<file path="src/hw/rsq_pkg.sv">
// rsq_pkg.sv - constants for the reset sequencer and mirror control pins
package rsq_pkg;
    localparam int unsigned CLK_FREQ_HZ      = 100_000_000;
    localparam int unsigned DELAY_TIME_NS    = 5_000;
    localparam int unsigned MIN_WIDTH_TIME_US = 2_000;
    // longest time rounds down, least time also rounds down to whole MHz
    localparam int unsigned DELAY_CYCLES     = (DELAY_TIME_NS * (CLK_FREQ_HZ / 1_000_000)) / 1_000;
    localparam int unsigned MIN_WIDTH_CYCLES = MIN_WIDTH_TIME_US * (CLK_FREQ_HZ / 1_000_000);
    localparam int unsigned NUM_RESETS       = 3;
    localparam int unsigned IDX_GENERAL      = 0;
    localparam int unsigned IDX_CONTROLLER   = 1;
    localparam int unsigned IDX_FRONTEND     = 2;
    localparam int unsigned ADDR_W           = 4;
    localparam int unsigned MODE_W           = 2;
    localparam int unsigned SEL_W            = 2;
    localparam logic        RESET_ACTIVE_N   = 1'b0;
    localparam logic        OE_RESET_N       = 1'b1;
    typedef enum logic [2:0] {
        RSQ_HOLD  = 3'b001,
        RSQ_DELAY = 3'b010,
        RSQ_RUN   = 3'b100
    } rsq_state_e;
endpackage

</file>
<file path="src/hw/rsq_reset_sequencer.sv">
// rsq_reset_sequencer.sv - reset outputs and mirror control pin group
`timescale 1ns/1ps

// Behaviour
// monitor raises power good only in range
// general reset low while power sense low
// general reset held until firmware release
// general reset asserts 5 us after event
// general reset lasts at least 2 ms
// controller reset low while power sense low
// controller reset held until firmware release
// optional controller reset 5 us after event
// controller reset lasts at least 2 ms
// frontend reset low while power sense low
// frontend reset held until software release
// frontend reset asserts 5 us after event
// frontend reset 2 ms after software release
// software control drives frontend reset directly
// frontend interrupt active high, idle low
// output enable active low, primary only
// primary drives 4-bit mirror address
// primary drives 2-bit mirror mode
// primary drives mirror select and strobe
// mirror interrupt input is active low
// monitor raises sense at 90 percent
// per-output release and minimum width counter
module rsq_reset_sequencer #(
    parameter int unsigned DELAY_CYC = rsq_pkg::DELAY_CYCLES,
    parameter int unsigned WIDTH_CYC = rsq_pkg::MIN_WIDTH_CYCLES
) (
    input  wire logic                        clock_i,
    input  wire logic                        rst_b_i,
    input  wire logic                        power_on_sense_i,
    input  wire logic                        power_good_in_i,
    input  wire logic                        internal_reset_req_i,
    input  wire logic                        general_release_i,
    input  wire logic                        controller_release_i,
    input  wire logic                        frontend_release_i,
    input  wire logic                        controller_event_en_i,
    input  wire logic                        frontend_force_i,
    input  wire logic                        frontend_irq_in_i,
    input  wire logic                        mirror_irq_in_n_i,
    input  wire logic                        secondary_i,
    input  wire logic                        mirror_oe_req_i,
    input  wire logic [rsq_pkg::ADDR_W-1:0]  mirror_address_req_i,
    input  wire logic [rsq_pkg::MODE_W-1:0]  mirror_mode_req_i,
    input  wire logic [rsq_pkg::SEL_W-1:0]   mirror_select_req_i,
    input  wire logic                        mirror_strobe_req_i,
    output logic                             general_reset_out_n_o,
    output logic                             controller_reset_out_n_o,
    output logic                             frontend_reset_out_n_o,
    output logic                             frontend_irq_o,
    output logic                             mirror_irq_o,
    output logic                             mirror_output_enable_n_o,
    output logic                             mirror_output_enable_oe_n_o,
    output logic [rsq_pkg::ADDR_W-1:0]       mirror_address_o,
    output logic [rsq_pkg::MODE_W-1:0]       mirror_mode_field_o,
    output logic [rsq_pkg::SEL_W-1:0]        mirror_select_field_o,
    output logic                             mirror_strobe_o,
    output logic                             mirror_group_oe_n_o
);
    import rsq_pkg::*;

    localparam int unsigned DCNT_W = (DELAY_CYC > 1) ? $clog2(DELAY_CYC + 1) : 1;
    localparam int unsigned WCNT_W = (WIDTH_CYC > 1) ? $clog2(WIDTH_CYC + 1) : 1;

    initial begin
        if (DELAY_CYC < 1 || WIDTH_CYC < 1) begin
            $error("delay and width counts must be at least one");
        end
    end

    // ------------------------------------------------------------
    // event detection
    // ------------------------------------------------------------
    logic pg_d;
    logic ir_d;
    wire  pg_rise   = power_good_in_i & ~pg_d;
    wire  ir_rise   = internal_reset_req_i & ~ir_d;
    wire  event_det = pg_rise | ir_rise; // see R4 see R8

    always_ff @(posedge clock_i or negedge rst_b_i) begin
        if (!rst_b_i) begin
            pg_d <= 1'b0;
        end else begin
            pg_d <= power_good_in_i;
        end
    end

    always_ff @(posedge clock_i or negedge rst_b_i) begin
        if (!rst_b_i) begin
            ir_d <= 1'b0;
        end else begin
            ir_d <= internal_reset_req_i;
        end
    end

    // ------------------------------------------------------------
    // per-output sequencers
    // ------------------------------------------------------------
    wire [NUM_RESETS-1:0] release_req;
    wire [NUM_RESETS-1:0] event_en;
    wire [NUM_RESETS-1:0] rst_n_vec;
    assign release_req[IDX_GENERAL]    = general_release_i;
    assign release_req[IDX_CONTROLLER] = controller_release_i;
    assign release_req[IDX_FRONTEND]   = frontend_release_i;
    assign event_en[IDX_GENERAL]       = 1'b1;
    assign event_en[IDX_CONTROLLER]    = controller_event_en_i;
    assign event_en[IDX_FRONTEND]      = 1'b1;

    genvar g;
    generate
        for (g = 0; g < NUM_RESETS; g++) begin : g_seq
            rsq_state_e        state;
            rsq_state_e        next_state;
            logic [DCNT_W-1:0] dcnt;
            logic [WCNT_W-1:0] wcnt;
            logic              rel_seen;
            logic              out_n;
            wire               width_done = (wcnt == '0);
            // frontend width counts from the software release
            wire               rel_now    = (g == IDX_FRONTEND) ? (release_req[g] | rel_seen) : release_req[g];
            wire               can_rel    = width_done & (rel_now | rel_seen); // see R22 see R5
            wire               delay_done = (dcnt == DCNT_W'(1));
            wire               sense_low  = ~power_on_sense_i;
            wire               fe_force   = (g == IDX_FRONTEND) & frontend_force_i;
            wire               load_delay = (state == RSQ_RUN) & (next_state == RSQ_DELAY);
            wire               enter_hold = (state == RSQ_DELAY) & (next_state == RSQ_HOLD);
            wire               leave_hold = (state == RSQ_HOLD) & (next_state == RSQ_RUN);
            // frontend counts only once released
            wire               count_down = (state == RSQ_HOLD) & ~width_done & ((g != IDX_FRONTEND) | rel_now);
            // output stays released through the event delay
            wire               next_out_n = ((next_state == RSQ_RUN) | (next_state == RSQ_DELAY)) & ~fe_force;

            always_comb begin
                next_state = state;
                case (state)
                    RSQ_HOLD:  next_state = can_rel ? RSQ_RUN : RSQ_HOLD;
                    RSQ_DELAY: next_state = delay_done ? RSQ_HOLD : RSQ_DELAY;
                    RSQ_RUN:   next_state = (event_det & event_en[g]) ? RSQ_DELAY : RSQ_RUN;
                    default:   next_state = RSQ_HOLD;
                endcase
            end

            always_ff @(posedge clock_i or negedge rst_b_i) begin
                if (!rst_b_i) begin
                    state <= RSQ_HOLD;
                    out_n <= RESET_ACTIVE_N;
                end else if (sense_low) begin
                    state <= RSQ_HOLD; // see R2 see R6
                    out_n <= RESET_ACTIVE_N;
                end else begin
                    state <= next_state;
                    out_n <= next_out_n; // see R3 see R7 see R11 see R4 see R8
                end
            end

            always_ff @(posedge clock_i or negedge rst_b_i) begin
                if (!rst_b_i) begin
                    dcnt <= '0;
                end else if (sense_low) begin
                    dcnt <= '0;
                end else if (load_delay) begin
                    dcnt <= DCNT_W'(DELAY_CYC);
                end else if (dcnt != '0) begin
                    dcnt <= dcnt - DCNT_W'(1);
                end
            end

            always_ff @(posedge clock_i or negedge rst_b_i) begin
                if (!rst_b_i) begin
                    wcnt     <= WCNT_W'(WIDTH_CYC);
                    rel_seen <= 1'b0;
                end else if (sense_low || enter_hold) begin
                    wcnt     <= WCNT_W'(WIDTH_CYC);
                    rel_seen <= 1'b0;
                end else begin
                    if (leave_hold) begin
                        rel_seen <= 1'b0;
                    end else if (release_req[g]) begin
                        rel_seen <= 1'b1;
                    end
                    if (count_down) begin
                        wcnt <= wcnt - WCNT_W'(1);
                    end
                end
            end
            assign rst_n_vec[g] = out_n;
        end
    endgenerate

    // ------------------------------------------------------------
    // outputs and mirror control group
    // ------------------------------------------------------------
    wire              primary           = ~secondary_i;
    wire              next_general_n    = rst_n_vec[IDX_GENERAL] & power_on_sense_i;
    wire              next_controller_n = rst_n_vec[IDX_CONTROLLER] & power_on_sense_i;
    wire              next_frontend_n   = rst_n_vec[IDX_FRONTEND] & power_on_sense_i;
    wire              next_frontend_irq = frontend_irq_in_i;
    wire              next_mirror_irq   = ~mirror_irq_in_n_i;
    wire              next_oe_n         = ~(mirror_oe_req_i & primary);
    wire              next_oe_pin_n     = ~primary;
    wire [ADDR_W-1:0] next_address      = primary ? mirror_address_req_i : '0;
    wire [MODE_W-1:0] next_mode         = primary ? mirror_mode_req_i : '0;
    wire [SEL_W-1:0]  next_select       = primary ? mirror_select_req_i : '0;
    wire              next_strobe       = primary & mirror_strobe_req_i;
    wire              next_group_oe_n   = ~primary;

    // ------------------------------------------------------------
    // output flops
    // ------------------------------------------------------------
    always_ff @(posedge clock_i or negedge rst_b_i) begin
        if (!rst_b_i) begin
            general_reset_out_n_o <= RESET_ACTIVE_N;
        end else begin
            general_reset_out_n_o <= next_general_n;
        end
    end

    always_ff @(posedge clock_i or negedge rst_b_i) begin
        if (!rst_b_i) begin
            controller_reset_out_n_o <= RESET_ACTIVE_N;
        end else begin
            controller_reset_out_n_o <= next_controller_n;
        end
    end

    always_ff @(posedge clock_i or negedge rst_b_i) begin
        if (!rst_b_i) begin
            frontend_reset_out_n_o <= RESET_ACTIVE_N;
        end else begin
            frontend_reset_out_n_o <= next_frontend_n;
        end
    end

    always_ff @(posedge clock_i or negedge rst_b_i) begin
        if (!rst_b_i) begin
            frontend_irq_o <= 1'b0;
        end else begin
            frontend_irq_o <= next_frontend_irq;
        end
    end

    always_ff @(posedge clock_i or negedge rst_b_i) begin
        if (!rst_b_i) begin
            mirror_irq_o <= 1'b0;
        end else begin
            mirror_irq_o <= next_mirror_irq;
        end
    end

    always_ff @(posedge clock_i or negedge rst_b_i) begin
        if (!rst_b_i) begin
            mirror_output_enable_n_o <= OE_RESET_N;
        end else begin
            mirror_output_enable_n_o <= next_oe_n;
        end
    end

    always_ff @(posedge clock_i or negedge rst_b_i) begin
        if (!rst_b_i) begin
            mirror_output_enable_oe_n_o <= 1'b1;
        end else begin
            mirror_output_enable_oe_n_o <= next_oe_pin_n;
        end
    end

    always_ff @(posedge clock_i or negedge rst_b_i) begin
        if (!rst_b_i) begin
            mirror_address_o <= '0;
        end else begin
            mirror_address_o <= next_address;
        end
    end

    always_ff @(posedge clock_i or negedge rst_b_i) begin
        if (!rst_b_i) begin
            mirror_mode_field_o <= '0;
        end else begin
            mirror_mode_field_o <= next_mode;
        end
    end

    always_ff @(posedge clock_i or negedge rst_b_i) begin
        if (!rst_b_i) begin
            mirror_select_field_o <= '0;
        end else begin
            mirror_select_field_o <= next_select;
        end
    end

    always_ff @(posedge clock_i or negedge rst_b_i) begin
        if (!rst_b_i) begin
            mirror_strobe_o <= 1'b0;
        end else begin
            mirror_strobe_o <= next_strobe;
        end
    end

    always_ff @(posedge clock_i or negedge rst_b_i) begin
        if (!rst_b_i) begin
            mirror_group_oe_n_o <= 1'b1;
        end else begin
            mirror_group_oe_n_o <= next_group_oe_n;
        end
    end
endmodule

</file>
<file path="config.mk">
export PLATFORM = sky130hd
export DESIGN_NAME = rsq_reset_sequencer
export DESIGN_NICKNAME = d
export VERILOG_FILES = /design/src/hw/rsq_pkg.sv /design/src/hw/rsq_reset_sequencer.sv
export SDC_FILE = /design/constraint.sdc
export NUM_CORES = 1
export LEC_CHECK = 0
export BUFFER_PORTS_ARGS = -buffer_cell sky130_fd_sc_hd__buf_2
export CAP_MARGIN = 10
export CORE_MARGIN = 4
export CORE_UTILIZATION = 55
export CTS_CLUSTER_SIZE = 24
export DETAILED_ROUTE_END_ITERATION = 10
export PLACE_DENSITY = 0.85
export SETUP_SLACK_MARGIN = 0.02
export SLEW_MARGIN = 20
export SYNTH_ARGS = -nofsm -noshare
export SYNTH_HDL_FRONTEND = slang
export SYNTH_SLANG_ARGS = --single-unit
export TNS_END_PERCENT = 1
</file>
<file path="constraint.sdc">
create_clock -name clock_i -period 6.8 [get_ports clock_i]
set_input_delay 1.36 -clock clock_i [delete_from_list [all_inputs] [get_ports clock_i]]
set_output_delay 1.36 -clock clock_i [all_outputs]
set_load 0.02 [all_outputs]
</file>
**Word level (Yosys, flattened, before mapping)**

Cells that the tools add are included.

- Output and inout port bits: 17
- Register bits after elaboration: 114
- Input bits: 23

- Bitwise logic cells: 43
- Eq/ne operators: 24
- Reduce and logical (&&, ||, !) cells: 15
- Mux-type cells: 44
- $add $sub $neg: 6

Operator list:

| operator | count |
|---|---|
| $mux 18 | 6 |
| $mux 9 | 9 |
| $logic_not 18->1 | 3 |
| $sub 18x1->18 const B | 3 |
| $eq 9x1->1 const B | 3 |
| $pmux 3 s3 | 3 |
| $reduce_bool 9->1 | 3 |
| $sub 9x1->9 const B | 3 |
| $and 1x1->1 | 25 |
| $mux 3 | 8 |
| $eq 3x1->1 const B | 6 |
| $eq 3x2->1 const B | 6 |
| $eq 3x3->1 const B | 6 |
| $mux 1 | 12 |
| $mux 2 | 5 |
| $not 1->1 | 10 |
| $ne 3x1->1 const B | 3 |
| $reduce_bool 3->1 | 3 |
| $or 1x1->1 | 8 |
| $reduce_bool 2->1 | 3 |
| $mux 4 | 1 |
| $logic_or 1x1->1 | 3 |

**Longest topological paths before layout**

- Depth in word-level cells: 10
- Mapped depth: 8
- Depth with buffers taken out: 7

**Worst setup path before layout**

Ideal clock, no wire load.

- Kind: in2reg
- From: input port frontend_release_i
- To: register g_seq[2].wcnt[13]
- Path buffers: 0
- Arrival time: 2.700 ns
- Cell stages on the path: 5
- Setup slack: 4.004 ns
- Required time: 6.705 ns
- Cell sequence: nor2_1 > nor3_1 > nand2_1 > or4_1 > o31ai_1

- Longest elaborated chain between the ends: 9
- Elaborated cells on any way between the ends: 11
- Classes of those cells: eq/ne (1); mux (3); bitwise (5); reduce/logical (2)

RTL lines:

| element | line | source |
|---|---|---|
| from (decl) | rsq_reset_sequencer.sv:38 | `input wire logic frontend_release_i,` |
| $or 1x1->1 * | rsq_reset_sequencer.sv:122 | `wire rel_now = (g == IDX_FRONTEND) ? (release_req[g] \| rel_seen) : release_req[g];` |
| $or 1x1->1 | rsq_reset_sequencer.sv:123 | `wire can_rel = width_done & (rel_now \| rel_seen);` |
| $and 1x1->1 | rsq_reset_sequencer.sv:123 |  |
| $mux 3 | rsq_reset_sequencer.sv:138 | `RSQ_HOLD: next_state = can_rel ? RSQ_RUN : RSQ_HOLD;` |
| $pmux 3 s3 | rsq_reset_sequencer.sv:137 | `case (state)` |
| $eq 3x1->1 | rsq_reset_sequencer.sv:128 | `wire enter_hold = (state == RSQ_DELAY) & (next_state == RSQ_HOLD);` |
| $and 1x1->1 | rsq_reset_sequencer.sv:128 |  |
| $logic_or 1x1->1 | rsq_reset_sequencer.sv:174 | `end else if (sense_low \|\| enter_hold) begin` |
| $mux 18 or $reduce_bool 2->1 (tied branches) | - |  |
| to (signal assigned) | rsq_reset_sequencer.sv:172 | `wcnt <= WCNT_W'(WIDTH_CYC);` |
| to (signal assigned) | rsq_reset_sequencer.sv:175 | `wcnt <= WCNT_W'(WIDTH_CYC);` |
| to (signal assigned) | rsq_reset_sequencer.sv:184 | `wcnt <= wcnt - WCNT_W'(1);` |
| to (decl) | rsq_reset_sequencer.sv:117 | `logic [WCNT_W-1:0] wcnt;` |

Every way passes the cells marked *; elsewhere a longest branch is shown, timed or not.
A chain may end at the register's enable or synchronous reset.

**Final worst setup path**

- From: register g_seq[2].wcnt[0]
- To: register g_seq[2].wcnt[15]

- Longest elaborated chain between the ends: 8
- Elaborated cells on any way between the ends: 14
- Classes of those cells: add/sub (1); eq/ne (1); mux (4); bitwise (5); reduce/logical (3)

RTL lines:

| element | line | source |
|---|---|---|
| $logic_not 18->1 | rsq_reset_sequencer.sv:120 | `wire width_done = (wcnt == '0);` |
| $and 1x1->1 | rsq_reset_sequencer.sv:123 |  |
| $mux 3 | rsq_reset_sequencer.sv:138 |  |
| $pmux 3 s3 | rsq_reset_sequencer.sv:137 |  |
| $eq 3x1->1 | rsq_reset_sequencer.sv:128 |  |
| $and 1x1->1 | rsq_reset_sequencer.sv:128 |  |
| $logic_or 1x1->1 | rsq_reset_sequencer.sv:174 |  |
| $mux 18 or $reduce_bool 2->1 (tied branches) | - |  |

Several ways; a longest one is shown, not always the timed one. The select of a mux whose other input is x is not followed.

==> flow_metrics.tcl <==
set metrics [dict create \
    outcome "completed" \
    drtIter0Drc 338 \
    synth_top_family_by_area "simple AND/OR/NAND/NOR gates" \
    synth_area_leader_cell "sky130_fd_sc_hd__dfrtp_1" \
    arrival_time_worst_endpoint_ns 3.37 \
    grt_use_total 0.214 \
    tritoncts_clock_tree "yes" \
    clk_path_buf_depth 2 \
    clkTransAtPathRegs_ns 0.06 \
    hold_viol_final 0 \
    vias_after_detailed_routing 4769 \
    ys_ff_latch 114 \
    synthTopCellsByArea "sky130_fd_sc_hd__dfrtp_1 39%, sky130_fd_sc_hd__dfstp_2 10%, sky130_fd_sc_hd__nor2_1 4.6%, sky130_fd_sc_hd__xor2_1 3.3%, sky130_fd_sc_hd__xnor2_1 3.2%" \
    mappedNetlistArea_um2 5830 \
    synth_sequential_area_ratio 0.494 \
    drive_gt1_frac 0.163 \
    critical-path-max-stage-delay_ns 0.70 \
    crit_path_start_kind "register" \
    setup_viol 0 \
    cap_viol_max_count 0 \
    placement.cell_area_um2 6140 \
    detail-route-antenna-nets 0 \
    synth_compound_gate_area_share 0.123 \
    cts_htree_levels 4 \
    floorplan.io_pins 40 \
    layout_min_cycle_time_ns 2.96 \
    synth_warn 0 \
    yosys.cell_types.count 57 \
    muxShareOfSynthArea 0.00172 \
    worst_pin_slew_ns 0.891 \
    port_buffers 39 \
    grt_first_pass_wirelength_um 22000 \
    synth-main-ff-cell "sky130_fd_sc_hd__dfrtp_1" \
    critical_path.top_delay_family "simple AND/OR/NAND/NOR gates" \
    slew_viol_final 0 \
    final.setup_skew_ns 0.00978 \
    cpMaxStageDelayCell "sky130_fd_sc_hd__nor3_1" \
    initial_cell_density_of_the_core 0.565 \
    worst_setup_path_startpoint "g_seq[2].wcnt[0]" \
    finalInstanceArea_um2 6780 \
    worst_r2r_startpoint "g_seq[2].wcnt[0]" \
    power_density_nw_per_um2 368 \
    post_synth_xor_area_fraction 0.0646 \
    count_of_flip_flops_with_a_built_in_enable_after_synthesis 0 \
    worst_path_bufs_invs 2 \
    critPathCaptureType "register" \
    hold_buffers 0 \
    synthesis.nets 639 \
    timing_worst_setup_path_type "register to register" \
    r2r_end "g_seq[2].wcnt[15]" \
    drt-wirelength-per-cell_um 15.8 \
    dr.pass1.iters 5 \
    clk_latency_ns 0.52 \
    setup_repair_after_global_routing_missed_its_margin "false" \
    chipHeight_um 111 \
    area_growth_syn_to_layout_pct 16.2 \
    fin_setup_tns_ns 0 \
    yosys.area_share.simple 0.258 \
    first_global_vias 4776 \
    drt-vias-per-instance 6.02 \
    critical_path_required_ns 7.21 \
    post_cts_buffers 0 \
    fmax_mhz 338 \
    wirelength_um 12500 \
    tritoncts_num_sinks 114 \
    synth_largest_type_area_fraction 0.391 \
    die-area_um2 12300 \
    global_route_overflow 0 \
    drc 0 \
    grt_antenna_before_repair 0 \
    syn_inst 602 \
    num_antenna_cells 0 \
    core_region_area_um2 10300 \
    yosys.area_share.adder 0.0300 \
    irDropWorstVdd_uv 249 \
    detailed_place_hpwl_um 8270 \
    clock_root_buffer "sky130_fd_sc_hd__clkbuf_8" \
    die_width_um 111 \
    crit_cells 8 \
    crit_path_end "g_seq[2].wcnt[15]" \
    number_of_nets_at_the_end_of_the_flow 680 \
    finalWeightedCongestion 0.800 \
    avgSynthCellArea_um2 9.69 \
    worst_r2r_path_depth 8 \
    path_max_fanout 8 \
    floorplan.rows 37 \
    fin_crit_sh 0.435 \
    timing.hold.worst.class "register to register" \
    leakage_nw 2.89 \
    post_cts.resized_instances 0 \
    numCtsBuffers 17 \
    crit_chain "inv_1 -> ha_1 -> nor4b_1 -> nand4_1 -> nor3_1 -> buf_4 -> o311ai_0 -> o31ai_1" \
    postSynth.asyncResetShare 1.00 \
    r2r_setup_slack_ns 3.84 \
    timing.max_slew.rel_slack 0.400 \
    grt_start_max_net_pins 59 \
]
[worst min-delay path by stage]
| stage | cells after the start | end | from |
|---|---|---|---|
| after floorplan | 1 | controller_reset_out_n_o | g_seq[1].out_n |
| after global placement | 1 | controller_reset_out_n_o | g_seq[1].out_n |
| after detailed placement | 1 | frontend_reset_out_n_o | g_seq[2].out_n |
| after CTS | 1 | frontend_reset_out_n_o | g_seq[2].out_n |
| after global routing | 1 | controller_reset_out_n_o | g_seq[1].out_n |
| final | 1 | frontend_reset_out_n_o | g_seq[2].out_n |
[layout make-up]
class / instances / area, um^2
clock buffer: 24 / 490
timing repair buffer: 43 / 228
tap: 136 / 170
fill: 757 / 3550
clock inverter: 8 / 148
inverter: 20 / 75.1
multi-input combinational: 447 / 2780
sequential: 114 / 2880
[registers in the layout (all words and copies together), names as in the netlist, 2 cells and up]
name,count
g_seq.wcnt,54
g_seq.dcnt,27
g_seq.state,9
mirror_address_o,4
g_seq.out_n,3
g_seq.rel_seen,3
mirror_mode_field_o,2
mirror_select_field_o,2
[power by group]
group          total (W)  leakage, nW  switching (W)  internal, W
sequential      0.000891         1.45       0.000108     0.000783
combinational   0.000658         1.14       0.000378     0.000280
clock           0.000947        0.304       0.000303     0.000643
total            0.00250         2.89       0.000790      0.00171
[per-stage QoR]
step | util | cells | hold WS [ns] | setup slack [ns] | total power [W]
CTS | 0.656 | 792 | 0.456 | 3.90 | 0.00251
floorplan | - | 602 | 0.434 | 4.00 | 0.00139
detailed placement | 0.595 | 760 | 0.442 | 3.50 | 0.00154
global placement | 0.595 | 760 | 0.439 | 3.65 | 0.00149
finish | 0.656 | 792 | 0.456 | 3.84 | 0.00250
global route | 0.656 | 792 | 0.468 | 3.56 | 0.00265
[placed cells by master (no fill, tap or decap), drive strengths merged, types with 10 or more instances in the layout]
cell,instances
buf,43
o31ai,13
nand3,18
a21oi,32
nor2b,10
nand2,44
dfstp,23
o21ai,23
dfrtp,91
or3,15
inv,20
nand2b,13
xnor2,21
or4,13
clkbuf,24
nor2,71
nor3,24
nor4,22
xor2,22
ha,14
o21a,10
[cells in the mapped netlist, types with 2 or more instances]
master,instances
sky130_fd_sc_hd__nor3_1,24
sky130_fd_sc_hd__xor2_1,22
sky130_fd_sc_hd__a21oi_1,32
sky130_fd_sc_hd__nor4_1,20
sky130_fd_sc_hd__and3_1,5
sky130_fd_sc_hd__nor3b_1,4
sky130_fd_sc_hd__a31oi_1,4
sky130_fd_sc_hd__nand4b_1,3
sky130_fd_sc_hd__or4_1,12
sky130_fd_sc_hd__dfstp_2,23
sky130_fd_sc_hd__nand4_1,7
sky130_fd_sc_hd__o21a_1,10
sky130_fd_sc_hd__o211ai_1,5
sky130_fd_sc_hd__o21ai_0,22
sky130_fd_sc_hd__and2_1,4
sky130_fd_sc_hd__nand3_1,18
sky130_fd_sc_hd__o41ai_1,2
sky130_fd_sc_hd__nand2_1,44
sky130_fd_sc_hd__or3_1,14
sky130_fd_sc_hd__clkbuf_1,18
sky130_fd_sc_hd__nor2_1,71
sky130_fd_sc_hd__inv_1,20
sky130_fd_sc_hd__nor2b_1,10
sky130_fd_sc_hd__xnor2_1,21
sky130_fd_sc_hd__and4b_1,3
sky130_fd_sc_hd__or4b_2,3
sky130_fd_sc_hd__o311ai_0,3
sky130_fd_sc_hd__nand2b_1,13
sky130_fd_sc_hd__o2111ai_1,3
sky130_fd_sc_hd__ha_1,14
sky130_fd_sc_hd__dfrtp_1,91
sky130_fd_sc_hd__a211oi_1,8
sky130_fd_sc_hd__o31ai_1,13
sky130_fd_sc_hd__nor4b_1,5
sky130_fd_sc_hd__nand3b_1,7
sky130_fd_sc_hd__or2_2,3
[metal layers]
layer  up-vias  global-route usage  routed length (um)
met3        13              0.0584                 696
met4         0              0.0755                 125
met1      2361               0.262                5330
li1       2242                   -                   -
met2       153               0.366                6380
met5         -                   0                   0
[cell families after synthesis]
family | count (synthesis)
fa+ha+maj | 14
mux | 1
compound gates | 112
flops | 114
simple gates | 277
buf+inv | 41
xor+xnor | 43
[worst reg2reg max path: stages, from the launching register on]
cell and delay [ns]:
sky130_fd_sc_hd__dfrtp_1 0.40, sky130_fd_sc_hd__inv_1 0.12, sky130_fd_sc_hd__ha_1 0.22, sky130_fd_sc_hd__nor4b_1 0.60
sky130_fd_sc_hd__nand4_1 0.20, sky130_fd_sc_hd__nor3_1 0.70, sky130_fd_sc_hd__buf_4 0.28, sky130_fd_sc_hd__o311ai_0 0.18
sky130_fd_sc_hd__o31ai_1 0.16
Note: power is estimated with default switching activity, not from simulation.
